**src/iofs_regs.svh**
```systemverilog
// register map, field positions, codes, reset values and timing figures
// assumes inclusion by bare name from the package and the bench modules
//
// Overview of operation
// - outputs keep the power-on value until the first valid process data arrives
// - failsafe reaction is armed only after the first valid process data exchange
// - armed module switches outputs to configured failsafe when process data stops
// - failsafe code 0000 drives zeros, code 0001 drives full-scale final values
// - code 0002 holds last output, code 0003 drives the substitute output word
// - capabilities register advertises input and output synchronization flags
// - all signals of the module are sampled or driven at one common instant
// - minimum repeat, processing duration and run-up times are reported to the head
// - unsynchronized module transfers values as fast as possible, no schedule
// - a control bit disables synchronous mode, the module then runs asynchronously
`ifndef IOFS_REGS_SVH
`define IOFS_REGS_SVH

// ====================
// register byte offsets
`define OFF_CTRL        8'h00
`define OFF_FS_CODE     8'h04
`define OFF_SUBST       8'h08
`define OFF_CAPS        8'h0c
`define OFF_MIN_REPEAT  8'h10
`define OFF_PROC_TIME   8'h14
`define OFF_RUNUP       8'h18
`define OFF_SYNC_POINT  8'h1c
`define OFF_STATUS      8'h20
`define OFF_IRQ_STATUS  8'h24
`define OFF_IRQ_MASK    8'h28
`define OFF_WDOG        8'h2c
`define OFF_OUT_DATA    8'h30
`define OFF_IN_DATA     8'h34

// ====================
// fields
`define CTRL_SYNC_DIS   0
`define CAPS_IN_SYNC    0
`define CAPS_OUT_SYNC   1
`define IRQ_ARMED       0
`define IRQ_FAILSAFE    1
`define IRQ_RECOVER     2
`define IRQ_OVERRUN     3
`define IRQ_W           4

// ====================
// codes and values
`define FS_ZERO         16'h0000
`define FS_FINAL        16'h0001
`define FS_HOLD         16'h0002
`define FS_SUBST        16'h0003
`define ZERO_VALUE      32'h00000000
`define FINAL_VALUE     32'hffffffff
`define POWERON_VALUE   32'h00000000
`define CAPS_VALUE      32'h00000003
`define CTRL_RESET      32'h00000000

// ====================
// timing, reported values in ns
`define CLK_PERIOD_NS   8
`define WDOG_TIME_US    1000
`define MIN_REPEAT_NS   32'h00002710
`define PROC_BASE_NS    32'h000007d0
`define PROC_SUBST_NS   32'h000001f4
`define RUNUP_NS        32'h000003e8

`endif

```
**src/iofs_pkg.sv**
```systemverilog
// types shared by the failsafe and synchronization control
// assumes the register header is on the include path
package iofs_pkg;
    `include "iofs_regs.svh"

    typedef enum logic [1:0] {
        ST_POWER_ON,
        ST_RUN,
        ST_FAILSAFE
    } run_state_e;

    typedef logic [15:0] fs_code_t;
endpackage

```
**src/io_module_failsafe_sync_control.sv**
```systemverilog
// failsafe, power-on and local bus synchronization control of an i/o module
// assumes an ahb-lite master on the register bus and a station head that
// pulses pd_valid with pd_data and cycle_start, all synchronous to sys_clk
`timescale 1ns/1ps
module io_module_failsafe_sync_control
    import iofs_pkg::*;
#(
    parameter logic [31:0] WDOG_CYCLES = 32'((`WDOG_TIME_US * 1000) / `CLK_PERIOD_NS)
)
(
    input  wire logic        sys_clk,
    input  wire logic        rstn,
    input  wire logic        hsel,
    input  wire logic [31:0] haddr,
    input  wire logic [1:0]  htrans,
    input  wire logic        hwrite,
    input  wire logic [2:0]  hsize,
    input  wire logic [31:0] hwdata,
    input  wire logic        hready,
    output logic      [31:0] hrdata,
    output logic             hreadyout,
    output logic             hresp,
    input  wire logic        pd_valid,
    input  wire logic [31:0] pd_data,
    input  wire logic        cycle_start,
    input  wire logic [31:0] in_pins,
    output logic      [31:0] out_data,
    output logic      [31:0] in_data,
    output logic             in_valid,
    output logic             failsafe_active,
    output logic             irq
);
    // ====================
    // functions
    function automatic logic [7:0] word_off(input logic [31:0] a);
        word_off = {a[7:2], 2'b00};
    endfunction

    function automatic logic [31:0] fs_value(input fs_code_t    code,
                                             input logic [31:0] last,
                                             input logic [31:0] subst);
        case (code)
            `FS_ZERO:  fs_value = `ZERO_VALUE;
            `FS_FINAL: fs_value = `FINAL_VALUE;
            `FS_HOLD:  fs_value = last;
            `FS_SUBST: fs_value = subst;
            default:   fs_value = `ZERO_VALUE;
        endcase
    endfunction

    // ====================
    // declarations
    localparam logic [31:0] CAPS_WORD = `CAPS_VALUE;
    logic [7:0]       addr_reg;
    logic [7:0]       addr_next;
    logic             wr_pend_reg;
    logic             wr_pend_next;
    logic             rd_wait_reg;
    logic             rd_wait_next;
    logic [31:0]      hrdata_reg;
    logic [31:0]      hrdata_next;
    logic [31:0]      rdata_mux;
    logic             wr_en;

    logic [31:0]      ctrl_reg;
    logic [31:0]      ctrl_next;
    fs_code_t         fs_code_reg;
    fs_code_t         fs_code_next;
    logic [31:0]      subst_reg;
    logic [31:0]      subst_next;
    logic [31:0]      sync_point_reg;
    logic [31:0]      sync_point_next;
    logic [31:0]      wdog_reg;
    logic [31:0]      wdog_next;
    logic [`IRQ_W-1:0] irq_mask_reg;
    logic [`IRQ_W-1:0] irq_mask_next;
    logic [`IRQ_W-1:0] irq_status_reg;
    logic [`IRQ_W-1:0] irq_status_next;
    logic [`IRQ_W-1:0] irq_events;

    run_state_e       state_reg;
    run_state_e       state_next;
    logic [31:0]      out_reg;
    logic [31:0]      out_next;
    logic [31:0]      pd_hold_reg;
    logic [31:0]      pd_hold_next;
    logic             pending_reg;
    logic             pending_next;
    logic [31:0]      in_snap_reg;
    logic [31:0]      in_snap_next;
    logic             in_valid_reg;
    logic             in_valid_next;

    logic             sync_active;
    logic             sync_fire;
    logic             wd_expired;
    logic             snap_now;
    logic [31:0]      proc_time;
    logic [31:0]      status_word;

    // ====================
    // sub-blocks
    assign sync_active = CAPS_WORD[`CAPS_OUT_SYNC] && !ctrl_reg[`CTRL_SYNC_DIS];

    sync_point_timer u_sync_timer (
        .sys_clk     (sys_clk),
        .rstn        (rstn),
        .enable      (sync_active),
        .cycle_start (cycle_start),
        .sync_point  (sync_point_reg),
        .fire        (sync_fire)
    );

    failsafe_watchdog u_watchdog (
        .sys_clk (sys_clk),
        .rstn    (rstn),
        .enable  (state_reg == ST_RUN),
        .kick    (pd_valid),
        .period  (wdog_reg),
        .expired (wd_expired)
    );

    // ====================
    // ahb-lite slave: zero-wait writes, one wait state on reads
    assign hreadyout = !rd_wait_reg;
    assign hresp     = 1'b0;
    assign hrdata    = hrdata_reg;
    assign wr_en     = wr_pend_reg;

    always_comb begin
        addr_next    = addr_reg;
        wr_pend_next = 1'b0;
        rd_wait_next = 1'b0;
        hrdata_next  = hrdata_reg;
        if (rd_wait_reg) begin
            hrdata_next = rdata_mux;
        end
        if (hsel && htrans[1] && hready) begin
            addr_next    = word_off(haddr);
            wr_pend_next = hwrite;
            rd_wait_next = !hwrite;
        end
    end

    always_ff @(posedge sys_clk) begin
        if (!rstn) begin
            addr_reg    <= 8'h00;
            wr_pend_reg <= 1'b0;
            rd_wait_reg <= 1'b0;
            hrdata_reg  <= 32'h00000000;
        end else begin
            addr_reg    <= addr_next;
            wr_pend_reg <= wr_pend_next;
            rd_wait_reg <= rd_wait_next;
            hrdata_reg  <= hrdata_next;
        end
    end

    // processing time grows when the substitute word must be fetched
    assign proc_time = (fs_code_reg == `FS_SUBST) ? (`PROC_BASE_NS + `PROC_SUBST_NS)
                                                  : `PROC_BASE_NS;

    assign status_word = {28'h0000000, pending_reg, sync_active,
                          (state_reg == ST_FAILSAFE), (state_reg != ST_POWER_ON)};

    always_comb begin
        case (addr_reg)
            `OFF_CTRL:       rdata_mux = ctrl_reg;
            `OFF_FS_CODE:    rdata_mux = {16'h0000, fs_code_reg};
            `OFF_SUBST:      rdata_mux = subst_reg;
            `OFF_CAPS:       rdata_mux = `CAPS_VALUE;
            `OFF_MIN_REPEAT: rdata_mux = `MIN_REPEAT_NS;
            `OFF_PROC_TIME:  rdata_mux = proc_time;
            `OFF_RUNUP:      rdata_mux = `RUNUP_NS;
            `OFF_SYNC_POINT: rdata_mux = sync_point_reg;
            `OFF_STATUS:     rdata_mux = status_word;
            `OFF_IRQ_STATUS: rdata_mux = {28'h0000000, irq_status_reg};
            `OFF_IRQ_MASK:   rdata_mux = {28'h0000000, irq_mask_reg};
            `OFF_WDOG:       rdata_mux = wdog_reg;
            `OFF_OUT_DATA:   rdata_mux = out_reg;
            `OFF_IN_DATA:    rdata_mux = in_snap_reg;
            default:         rdata_mux = 32'h00000000;
        endcase
    end

    // ====================
    // configuration registers
    always_comb begin
        ctrl_next       = ctrl_reg;
        fs_code_next    = fs_code_reg;
        subst_next      = subst_reg;
        sync_point_next = sync_point_reg;
        wdog_next       = wdog_reg;
        irq_mask_next   = irq_mask_reg;
        if (wr_en) begin
            case (addr_reg)
                `OFF_CTRL:       ctrl_next       = {31'h00000000, hwdata[`CTRL_SYNC_DIS]};
                `OFF_FS_CODE:    fs_code_next    = hwdata[15:0];
                `OFF_SUBST:      subst_next      = hwdata;
                `OFF_SYNC_POINT: sync_point_next = hwdata;
                `OFF_WDOG:       wdog_next       = hwdata;
                `OFF_IRQ_MASK:   irq_mask_next   = hwdata[`IRQ_W-1:0];
                default:         ctrl_next       = ctrl_reg;
            endcase
        end
    end

    always_ff @(posedge sys_clk) begin
        if (!rstn) begin
            ctrl_reg       <= `CTRL_RESET;
            fs_code_reg    <= `FS_ZERO;
            subst_reg      <= `ZERO_VALUE;
            sync_point_reg <= 32'h00000000;
            wdog_reg       <= WDOG_CYCLES;
            irq_mask_reg   <= 4'h0;
        end else begin
            ctrl_reg       <= ctrl_next;
            fs_code_reg    <= fs_code_next;
            subst_reg      <= subst_next;
            sync_point_reg <= sync_point_next;
            wdog_reg       <= wdog_next;
            irq_mask_reg   <= irq_mask_next;
        end
    end

    // ====================
    // interrupt status, write one to clear, new events win
    always_comb begin
        irq_status_next = irq_status_reg;
        if (wr_en && (addr_reg == `OFF_IRQ_STATUS)) begin
            irq_status_next = irq_status_reg & ~hwdata[`IRQ_W-1:0];
        end
        irq_status_next = irq_status_next | irq_events;
    end

    always_ff @(posedge sys_clk) begin
        if (!rstn) begin
            irq_status_reg <= 4'h0;
        end else begin
            irq_status_reg <= irq_status_next;
        end
    end

    assign irq = |(irq_status_reg & irq_mask_reg);

    // ====================
    // output state machine and input snapshot
    assign snap_now = sync_active ? sync_fire : pd_valid;

    always_comb begin
        state_next    = state_reg;
        out_next      = out_reg;
        pd_hold_next  = pd_hold_reg;
        pending_next  = pending_reg;
        irq_events    = 4'h0;
        in_snap_next  = in_snap_reg;
        in_valid_next = snap_now;
        if (snap_now) begin
            in_snap_next = in_pins;
        end
        if (sync_fire && pending_reg) begin
            pending_next = 1'b0;
        end
        if (pd_valid && sync_active) begin
            if (pending_reg && !sync_fire) begin
                irq_events[`IRQ_OVERRUN] = 1'b1;
            end
            pd_hold_next = pd_data;
            pending_next = 1'b1;
        end
        case (state_reg)
            ST_POWER_ON: begin
                out_next = `POWERON_VALUE;
                if (pd_valid) begin
                    state_next = ST_RUN;
                    irq_events[`IRQ_ARMED] = 1'b1;
                    if (!sync_active) begin
                        out_next = pd_data;
                    end
                end
            end
            ST_RUN: begin
                if (wd_expired) begin
                    state_next = ST_FAILSAFE;
                    irq_events[`IRQ_FAILSAFE] = 1'b1;
                    out_next = fs_value(fs_code_reg, out_reg, subst_reg);
                end else if (!sync_active && pd_valid) begin
                    out_next = pd_data;
                end else if (sync_active && sync_fire && pending_reg) begin
                    out_next = pd_hold_reg;
                end
            end
            ST_FAILSAFE: begin
                out_next = fs_value(fs_code_reg, out_reg, subst_reg);
                if (pd_valid) begin
                    state_next = ST_RUN;
                    irq_events[`IRQ_RECOVER] = 1'b1;
                    if (!sync_active) begin
                        out_next = pd_data;
                    end
                end
            end
            default: begin
                state_next = ST_POWER_ON;
                out_next   = `POWERON_VALUE;
            end
        endcase
    end

    always_ff @(posedge sys_clk) begin
        if (!rstn) begin
            state_reg    <= ST_POWER_ON;
            out_reg      <= `POWERON_VALUE;
            pd_hold_reg  <= 32'h00000000;
            pending_reg  <= 1'b0;
            in_snap_reg  <= 32'h00000000;
            in_valid_reg <= 1'b0;
        end else begin
            state_reg    <= state_next;
            out_reg      <= out_next;
            pd_hold_reg  <= pd_hold_next;
            pending_reg  <= pending_next;
            in_snap_reg  <= in_snap_next;
            in_valid_reg <= in_valid_next;
        end
    end

    assign out_data        = out_reg;
    assign in_data         = in_snap_reg;
    assign in_valid        = in_valid_reg;
    assign failsafe_active = (state_reg == ST_FAILSAFE);
endmodule

```
**src/sync_point_timer.sv**
```systemverilog
// counts from each cycle start and fires once at the programmed time point
// assumes cycle_start is a one-cycle pulse from the station head
`timescale 1ns/1ps
module sync_point_timer
    import iofs_pkg::*;
(
    input  wire logic        sys_clk,
    input  wire logic        rstn,
    input  wire logic        enable,
    input  wire logic        cycle_start,
    input  wire logic [31:0] sync_point,
    output logic             fire
);
    logic [31:0] count_reg;
    logic [31:0] count_next;
    logic        armed_reg;
    logic        armed_next;

    assign fire = armed_reg && (count_reg == sync_point);

    always_comb begin
        count_next = count_reg;
        armed_next = armed_reg;
        if (!enable) begin
            armed_next = 1'b0;
        end else if (cycle_start) begin
            count_next = 32'h00000000;
            armed_next = 1'b1;
        end else begin
            if (fire) begin
                armed_next = 1'b0;
            end
            if (count_reg != 32'hffffffff) begin
                count_next = count_reg + 32'h00000001;
            end
        end
    end

    always_ff @(posedge sys_clk) begin
        if (!rstn) begin
            count_reg <= 32'h00000000;
            armed_reg <= 1'b0;
        end else begin
            count_reg <= count_next;
            armed_reg <= armed_next;
        end
    end
endmodule

```
**src/failsafe_watchdog.sv**
```systemverilog
// pulses once when no kick has come for the programmed number of cycles
// assumes kick is a one-cycle pulse per valid process data cycle
`timescale 1ns/1ps
module failsafe_watchdog
    import iofs_pkg::*;
(
    input  wire logic        sys_clk,
    input  wire logic        rstn,
    input  wire logic        enable,
    input  wire logic        kick,
    input  wire logic [31:0] period,
    output logic             expired
);
    logic [31:0] count_reg;
    logic [31:0] count_next;
    logic        done_reg;
    logic        done_next;

    assign expired = enable && !kick && !done_reg && (period != 32'h00000000)
                     && (count_reg >= period);

    always_comb begin
        count_next = count_reg;
        done_next  = done_reg;
        if (!enable || kick) begin
            count_next = 32'h00000000;
            done_next  = 1'b0;
        end else begin
            if (expired) begin
                done_next = 1'b1;
            end
            if (count_reg != 32'hffffffff) begin
                count_next = count_reg + 32'h00000001;
            end
        end
    end

    always_ff @(posedge sys_clk) begin
        if (!rstn) begin
            count_reg <= 32'h00000000;
            done_reg  <= 1'b0;
        end else begin
            count_reg <= count_next;
            done_reg  <= done_next;
        end
    end
endmodule

```
**config.mk**
```make
export PLATFORM = sky130hd
export DESIGN_NAME = io_module_failsafe_sync_control
export DESIGN_NICKNAME = d
export VERILOG_FILES = /design/src/iofs_pkg.sv /design/src/io_module_failsafe_sync_control.sv /design/src/sync_point_timer.sv /design/src/failsafe_watchdog.sv
export VERILOG_INCLUDE_DIRS = /design/src /design/src/src
export SDC_FILE = /design/constraint.sdc
export NUM_CORES = 1
export LEC_CHECK = 0
export BUFFER_PORTS_ARGS = -buffer_cell sky130_fd_sc_hd__buf_2
export CAP_MARGIN = 15
export CORE_ASPECT_RATIO = 0.6
export CORE_MARGIN = 3
export CORE_UTILIZATION = 52
export CTS_CLUSTER_SIZE = 24
export DETAILED_ROUTE_END_ITERATION = 8
export HOLD_SLACK_MARGIN = 0.02
export PLACE_DENSITY = 0.79
export SYNTH_ARGS = -nofsm -noshare
export SYNTH_HDL_FRONTEND = slang
export SYNTH_SLANG_ARGS = --single-unit
```
**constraint.sdc**
```tcl
create_clock -name sys_clk -period 2.55 [get_ports sys_clk]
set_clock_uncertainty 0.2 [all_clocks]
set_input_delay 0.51 -clock sys_clk [delete_from_list [all_inputs] [get_ports sys_clk]]
set_output_delay 0.51 -clock sys_clk [all_outputs]
set_load 0.01 [all_outputs]
```
==> reports/summary.md, run 1 <==
STA puts the critical path data arrival time at 3.26 ns. Synthesis inferred 327 register bits. Summing the areas of all xor and xnor instances in the mapped netlist gives 4.41% of the synthesized area. The tools report the area of the core region as 30600 um^2. The main flop type after synthesis was dfxtp_1.

The instance area after placement was 19100 um^2. The tool flagged a number of max-cap violations equal to 0. The run gives 44.6% as the remaining max-slew budget at the tightest pin. For the fill cell total of the finished layout, the log shows 2262. The flow ran to the end, but the final reports show violations.

After Yosys synthesis, full adders, half adders and majority gates account for 2.58% of the synthesized area. The critical path goes through inv_2 -> ha_4 -> nand4_1 -> buf_4 -> nor2_2 -> a221oi_2 -> buf_4 -> a21oi_4 -> or3_4 -> nor4b_4 -> buf_6 -> buf_12 -> a22o_1. Summing all non-filler instances in the final layout gives an area of 21600 um^2.

The run gives 6 as the number of optimization iterations in the first detailed-route pass. In the routed layout, each cell is associated on average with a via count of 6.19. CTS placed an instance of clkbuf_16 at the clock tree root. IR analysis of the VDD net gives a maximum drop of 0.000535 V.

The synthesized area per cell is 8.37 um^2. Measured along the y axis, the die boundary spans 144 um. The most frequently used cell type in the post-synthesis netlist was nand2_1.

The run gives 16400 as the via count of the first global-routing pass. The slowest cell on the critical path was or3_4. Share of the synthesized area in the top cell type: 39.7%. For this run, global-route usage on met1 was measured as 45.1%. Total nets after synthesis: 2146. For the first-pass GRT wire length, the log shows 89800 um. The number of nets at the end of the flow is 2528, and the biggest cell delay along the critical path is 0.48 ns.

Signed area change from the synthesized netlist to the final layout: 30.7%. At the end of routability-driven placement, the weighted congestion stood at 0.964. Setup violations remaining at the end of the flow were counted as 34. The category of the critical setup timing path is reg2reg.

The mapped cell area came out at 16500 um^2. The run gives 2 as the number of antenna violations at the first check in global routing. The number of distinct library cell variants in the gate-level netlist after synthesis is 64. The total power density per cell area is 524 nW/um^2, and the layout cell share with drive strength beyond 1 is 23.9%. The complex-gate fraction of the synthesized area came out at 23.7%.

TritonCTS built the clock tree. The clock passes through at most 3 buffers. Along the worst path, the maximum fanout reaches 16.

For this design, the sink count on the clock tree is 327. Minimum clock period after layout: 2.95 ns. The final reports fail on negative setup slack. Once the floorplan was initialized, standard cells occupied 53.9% of the core. Global routing consumed, on the met2 layer, 52.9% of the routing resources.

In the post-synthesis netlist, the biggest area contributors are dfxtp_1 (40%), nand2_1 (7.9%), a21boi_0 (6.3%), mux2i_1 (4.0%), xor2_1 (3.7%). In this run the worst hold path is classified as in2reg. The most crowded layer after global routing was met2. The logs give 39.7% for the post-synthesis sequential area ratio and 1972 for the number of standard cells after synthesis.

Of the total synthesized cell area, the portion taken by AND, OR, NAND and NOR gates is 20.8%. The tools report the clock latency on the worst-skew pair as 0.58 ns. The final layout contains routed wiring with a total length of 59900 um.

The tools report the synthesis warning total as 0. The worst setup margin came out at -0.400 ns. The detail route stage leaves a number of antenna-violating nets equal to 0. The run gives 0 as the count of pins over their slew limit. The cell row count was 49. The largest area contributor in the synthesized netlist is dfxtp_1. The placed wire-length estimate was 41600 um; the multiplexer share of the synthesized area was 4.00%.

Startpoint kind of the worst setup timing path: a flop. The share of the cycle needed by the critical path after routing works out to 116%. The routed wirelength normalized by instance count was 21.5 um. Setup repair after global routing could not meet its margin everywhere. The number of top-level pins came out at 241. Counting stages on the worst path, the most repeated cell is buf_4. At the pin with the least slew margin, the transition time is 0.829 ns. For the global-route usage over all layers, the log shows 32.8%. Across all layers, the routed design uses 17200 vias. The width of the die works out to 236 um. Combinational family with the most area after synthesis: compound AO/OA/AOI/OAI gates. After detailed routing, the number of remaining DRC violations is 0. The maximum level of the CTS H-tree came out at 1. The floorplan step defined a die boundary enclosing 34000 um^2. After synthesis, the most frequently instantiated cells are nand2_1 (346), dfxtp_1 (327), a21boi_0 (139), clkbuf_1 (119), o21ai_0 (115).

Clock tree synthesis inserted a total of 31 buffers. The global-route track usage on met3 was 5.22%; the share of async-settable or async-resettable flops after synthesis was 0%. The standby leakage power is 0.00839 uW. STA classifies the critical path endpoint as a flop. For this run the aggregate overflow at the end of global routing stands at 0. The largest net degree at the start of global routing is 90, and the clock-pin slew on the worst setup and hold paths is 0.07 ns. Yosys mapped a number of flops with a built-in enable equal to 0. The highest achievable clock rate is 339 MHz. The number of hold violations in the final report was 0; the number of port buffers was 209. For the worst setup path, the data required time is 2.86 ns. Worst hold margin: 0.0375 ns. In this run, the number of DRC markers left after iteration 0 of detailed routing was 2146.
## repair_timing
item | 4_1_cts | 5_1_grt
hold buffers | 81 | 0
gates resized for setup | 43 | 27
setup endpoints to repair | 40 | 88
gates cloned | 2 | 5
endpoints found under the hold margin | 97 | 0
setup buffers | 0 | 7
pin swaps | 22 | 12
## final timing paths
kind         cells after the start             end  slack, ns            from
max                             13    out_data[17]      -0.40    wdog_reg[28]
min reg2reg                      2  pd_hold_reg[5]       0.26  pd_hold_reg[5]
min                              3   subst_reg[26]       0.04      hwdata[26]
max reg2reg                     13    out_data[17]      -0.40    wdog_reg[28]
## kinds of logic after synthesis
group                      Yosys count
AOI/OAI and AO/OA                  558
xor gates and xnor gates            83
adders and majority gates           34
buffers and inverters              190
DFF                                327
muxes                               66
other                                1
and+or+nand+nor                    713
## through the flow
stage,worst slack [ns],std cells,util [%],total power (uW),TNS [ns]
2_1_floorplan,-0.186,1972,-,5780,-5.82
3_3_place_gp,-0.468,2636,62.5,6100,-15.30
3_5_place_dp,-0.514,2636,62.5,6130,-16.82
4_1_cts,-0.315,2773,69.6,11300,-9.59
5_1_grt,-0.482,2785,70.5,11600,-14.74
6_report,-0.400,2786,70.5,11300,-11.99
## worst max-delay path: cells and delay by family (launching register included)
family                     cells  cell delay (ns)
DFF                            1             0.34
buffers and inverters          5             0.71
and+or+nand+nor                4             0.95
AOI/OAI and AO/OA              3             0.47
adders and majority gates      1             0.22
## routing by layer
| metal | part of all wire, % | vias up |
|---|---|---|
| met5 | 0 | - |
| met4 | 3.3 | 0 |
| met3 | 11 | 185 |
| met2 | 45 | 1085 |
| met1 | 41 | 8153 |
| li1 | - | 7820 |
## power by group
part	switching [uW]	internal (uW)
registers	90.8	5200
logic	486	418
clock network	2070	3020
total	2650	8640
## placed cells by master (no fill, tap or decap), types with 47 or more instances in the layout
| master | instances |
|---|---|
| nand2_1 | 344 |
| buf_2 | 208 |
| o21ai_0 | 110 |
| dlygate4sd3_1 | 81 |
| a21oi_1 | 61 |
| buf_4 | 178 |
| nor2b_1 | 47 |
| dfxtp_1 | 308 |
| mux2i_1 | 65 |
| a21boi_0 | 139 |
| nor2_1 | 69 |
| xor2_1 | 69 |
| nand3_1 | 59 |
## cell type report
class / count / area [um^2] / share of cell area [%]
multi-input cells: 1458 / 9550 / 44.3
flip-flops and latches: 327 / 6570 / 30.5
repair buffers: 491 / 3640 / 16.9
clock buffers: 46 / 932 / 4.32
well taps: 408 / 510 / 2.37
clock inverters: 9 / 181 / 0.842
inverters: 45 / 169 / 0.784
diodes: 2 / 5.00 / 0.0232
Note: power is estimated with default switching activity, not from simulation.
==> run 2: changes to the inputs <==
--- a/config.mk
+++ b/config.mk
@@ -13,6 +13,7 @@
 export CORE_UTILIZATION = 52
 export CTS_CLUSTER_SIZE = 24
 export DETAILED_ROUTE_END_ITERATION = 8
+export GPL_TIMING_DRIVEN = 0
 export HOLD_SLACK_MARGIN = 0.02
 export PLACE_DENSITY = 0.79
 export SYNTH_ARGS = -nofsm -noshare
==> reports/summary.md, run 2 (same netlist as run 1, synthesis figures left out) <==
For the sequential fraction of design power, the log shows 44.3% (-2.6 points). The total power density per cell area is 543 nW/um^2 (+3.8%), and the setup-violating endpoint count in the final report is 49 (+44%). The most common cell after layout, fill and taps aside was nand2_1. The internal cell power was 9000 uW (+4.2%). STA classifies the critical path startpoint as a flop. The starting density of the core is 53.9% (unchanged), and the largest fanout of any net on the critical path is 8 (-8). The tools report the total number of vias as 18300 (+6.1%).

The number of optimization iterations in the first detailed-route pass is 9 (+3). The routed wire length is 68600 um (+15%), and the area taken by multi-input logic gates is 9870 um^2 (+3.4%). The standby leakage power came out at 0.00829 uW (-1.2%).

The first-pass GRT wire length was 98900 um (+10%). The remaining max-slew budget at the tightest pin was 35.8% (-8.9 points); the reported max-cap violation count was 0 (unchanged). Relative to the synthesized area, the layout overhead comes to 32.5%. The logs give 27 (+27) for the post-detailed-route DRC marker count and 18100 um^2 (-5.2%) for the instance area after placement. The width of the die is 236 um (unchanged). The class of the most critical hold timing path was in2reg.

The final reports fail on design-rule violations, negative setup slack. The number of antenna violations at the first check in global routing was 1 (-1); the routed wirelength normalized by instance count was 24.6 um (+14%). The cell row count was 49 (unchanged); the global-route usage over all layers was 37.5% (+4.7 points). Share of the cycle needed by the critical path after routing: 124% (+8.7 points). TritonCTS built the clock tree.

The clock-pin slew on the worst setup and hold paths came out at 0.06 ns (about the same). The logic gate share of total power was 9.1% (+1.1 points); the via count of the first global-routing pass was 16800 (+2.6%). The maximum level of the CTS H-tree is 1 (unchanged). The largest net degree at the start of global routing is 16 (-82%), and the total non-filler cell area in the finished layout is 21900 um^2 (+1.4%). Fill cell total of the finished layout: 2234 (-1.2%). The category of the critical setup timing path is reg2reg. For the worst supply voltage drop on vdd, the log shows 0.000564 V (+5.5%). The tools report the area of the core region as 30600 um^2 (unchanged).

The library cells used most frequently in the layout, excluding fill and tap cells, are nand2_1 (342), dfxtp_1 (255), buf_2 (217). The pre-CTS setup slack was -0.943 ns (-0.429 ns). STA classifies the critical path endpoint as a flop. The worst setup margin is -0.621 ns (-0.221 ns). The logs give 0 (unchanged) for the count of pins over their slew limit and 0.60 ns (+0.02 ns) for the clock latency on the worst-skew pair. The tools report the signal arrival time at the worst endpoint as 3.45 ns (+0.19 ns). The die boundary height was 144 um (unchanged); the die area was 34000 um^2 (unchanged). For the portion of total power attributed to the clock network, the log shows 46.6% (+1.5 points).

The logs give 0 (unchanged) for the number of hold violations in the final report and 1.00 (+3.9%) for the placer's final routability congestion estimate. The layout cell share with drive strength beyond 1 works out to 24.8% (+0.98 points). For the buffer levels on the longest clock path, the log shows 3 (unchanged). The count of inserted antenna diode cells was 0 (-2).

The run gives 315 MHz (-7.0%) as the highest achievable clock rate. The worst path required time was 2.83 ns (-0.03 ns). Clock tree synthesis selected as its root buffer the cell clkbuf_16.

The number of top-level pins was 241 (unchanged). The pin slew with the least headroom to its limit came out at 0.962 ns (+0.133 ns). The number of nets at the end of the flow is 2537 (+0.36%), and the minimum clock period after layout is 3.17 ns (+0.221 ns). The tools report the switching power as 2880 uW (+8.6%).

The number of port buffers works out to 208 (-0.48%). The flow ran to the end, but the final reports show violations. The fraction of power spent switching nets is 24.2% (+0.75 points), and the sum of negative setup slack is -19.85 ns (-7.86 ns). The global-route congestion overflow total came out at 0 (unchanged).

Setup repair after global routing could not meet its margin everywhere. The logs give 2999 (+40%) for the detailed router's first-iteration violation count and 327 (unchanged) for the clock sink count. The number of routed nets with antenna violations is 0 (unchanged), and the area taken by flip-flops and latches is 6710 um^2 (+2.2%). The run gives 49500 um (+19%) as the placed wire-length estimate.

The number of buffers created by CTS came out at 31 (unchanged). The via count normalized by instance count was 6.54 (+5.7%).
-- run 2: changes by cell type in the layout (fill, tap and decap cells not counted), sizes merged, moves of 2 or more --
cell | previous run | this run
buf | 408 | 304
clkbuf | 48 | 151
dlygate4sd3 | 81 | 88
bufinv | 5 | 9
clkinv | 4 | 6
diode | 2 | 0
inv | 45 | 47
o311a | 3 | 1
-- run 2: what timing repair did --
action,4_1_cts,5_1_grt
buffers inserted,45,21
endpoints found under the hold margin,117,0
endpoints found under the setup margin,293,233
cloned,3,4
pin swaps,22,59
hold buffers,88,0
resized for setup,145,150
-- run 2: power groups by stage --
stage	logic (uW)	clock network (uW)	registers, uW
floorplan	389	0	5390
global placement	755	0	5400
detailed placement	773	0	5400
CTS	951	5490	5270
global route	1130	5710	5260
finish	1090	5530	5260
-- run 2: final cells by class --
class,count,share of cell area [%]
multi-input combinational,1455,45.2
clock inverter,17,1.45
sequential,327,30.7
timing repair buffer,368,12.2
inverter,45,0.796
clock buffer,40,4.02
buffer,135,3.29
tap,408,2.34
-- run 2: critical path, stage by stage, from the launching register on --
cell and delay (ns):
dfxtp_4 0.36, inv_1 0.04, ha_1 0.30, a21oi_2 0.15
o21ai_1 0.10, a221oi_2 0.33, a21oi_4 0.16, or3_1 0.41
buf_6 0.15, o311a_4 0.48, buf_8 0.20, a22o_1 0.18
-- run 2: final timing paths --
path | from | to | slack (ns) | cells past startpoint
max | wdog_reg[17] | out_data[29] | -0.62 | 11
min | in_pins[15] | in_data[15] | 0.01 | 3
max reg2reg | wdog_reg[17] | out_data[29] | -0.62 | 11
min reg2reg | pd_hold_reg[6] | pd_hold_reg[6] | 0.27 | 2
-- run 2: layer usage --
layer / vias up / track usage, % / wire length (um)
met5: - / 0.689 / 68
met4: 2 / 12.1 / 2950
met3: 291 / 14.7 / 11000
met2: 1512 / 54.2 / 27600
met1: 8629 / 51.4 / 27000
li1: 7855 / - / -
-- run 2: per-stage QoR --
stage          util [%]  std cells  total power [uW]  hold slack (ns)
2_1_floorplan         -       1972              5780            0.241
3_3_place_gp       59.2       2588              6150            0.249
3_5_place_dp       59.2       2589              6170            0.256
4_1_cts            69.0       2776             11700           0.0231
5_1_grt            71.5       2795             12100           0.0230
6_report           71.5       2795             11900           0.0117
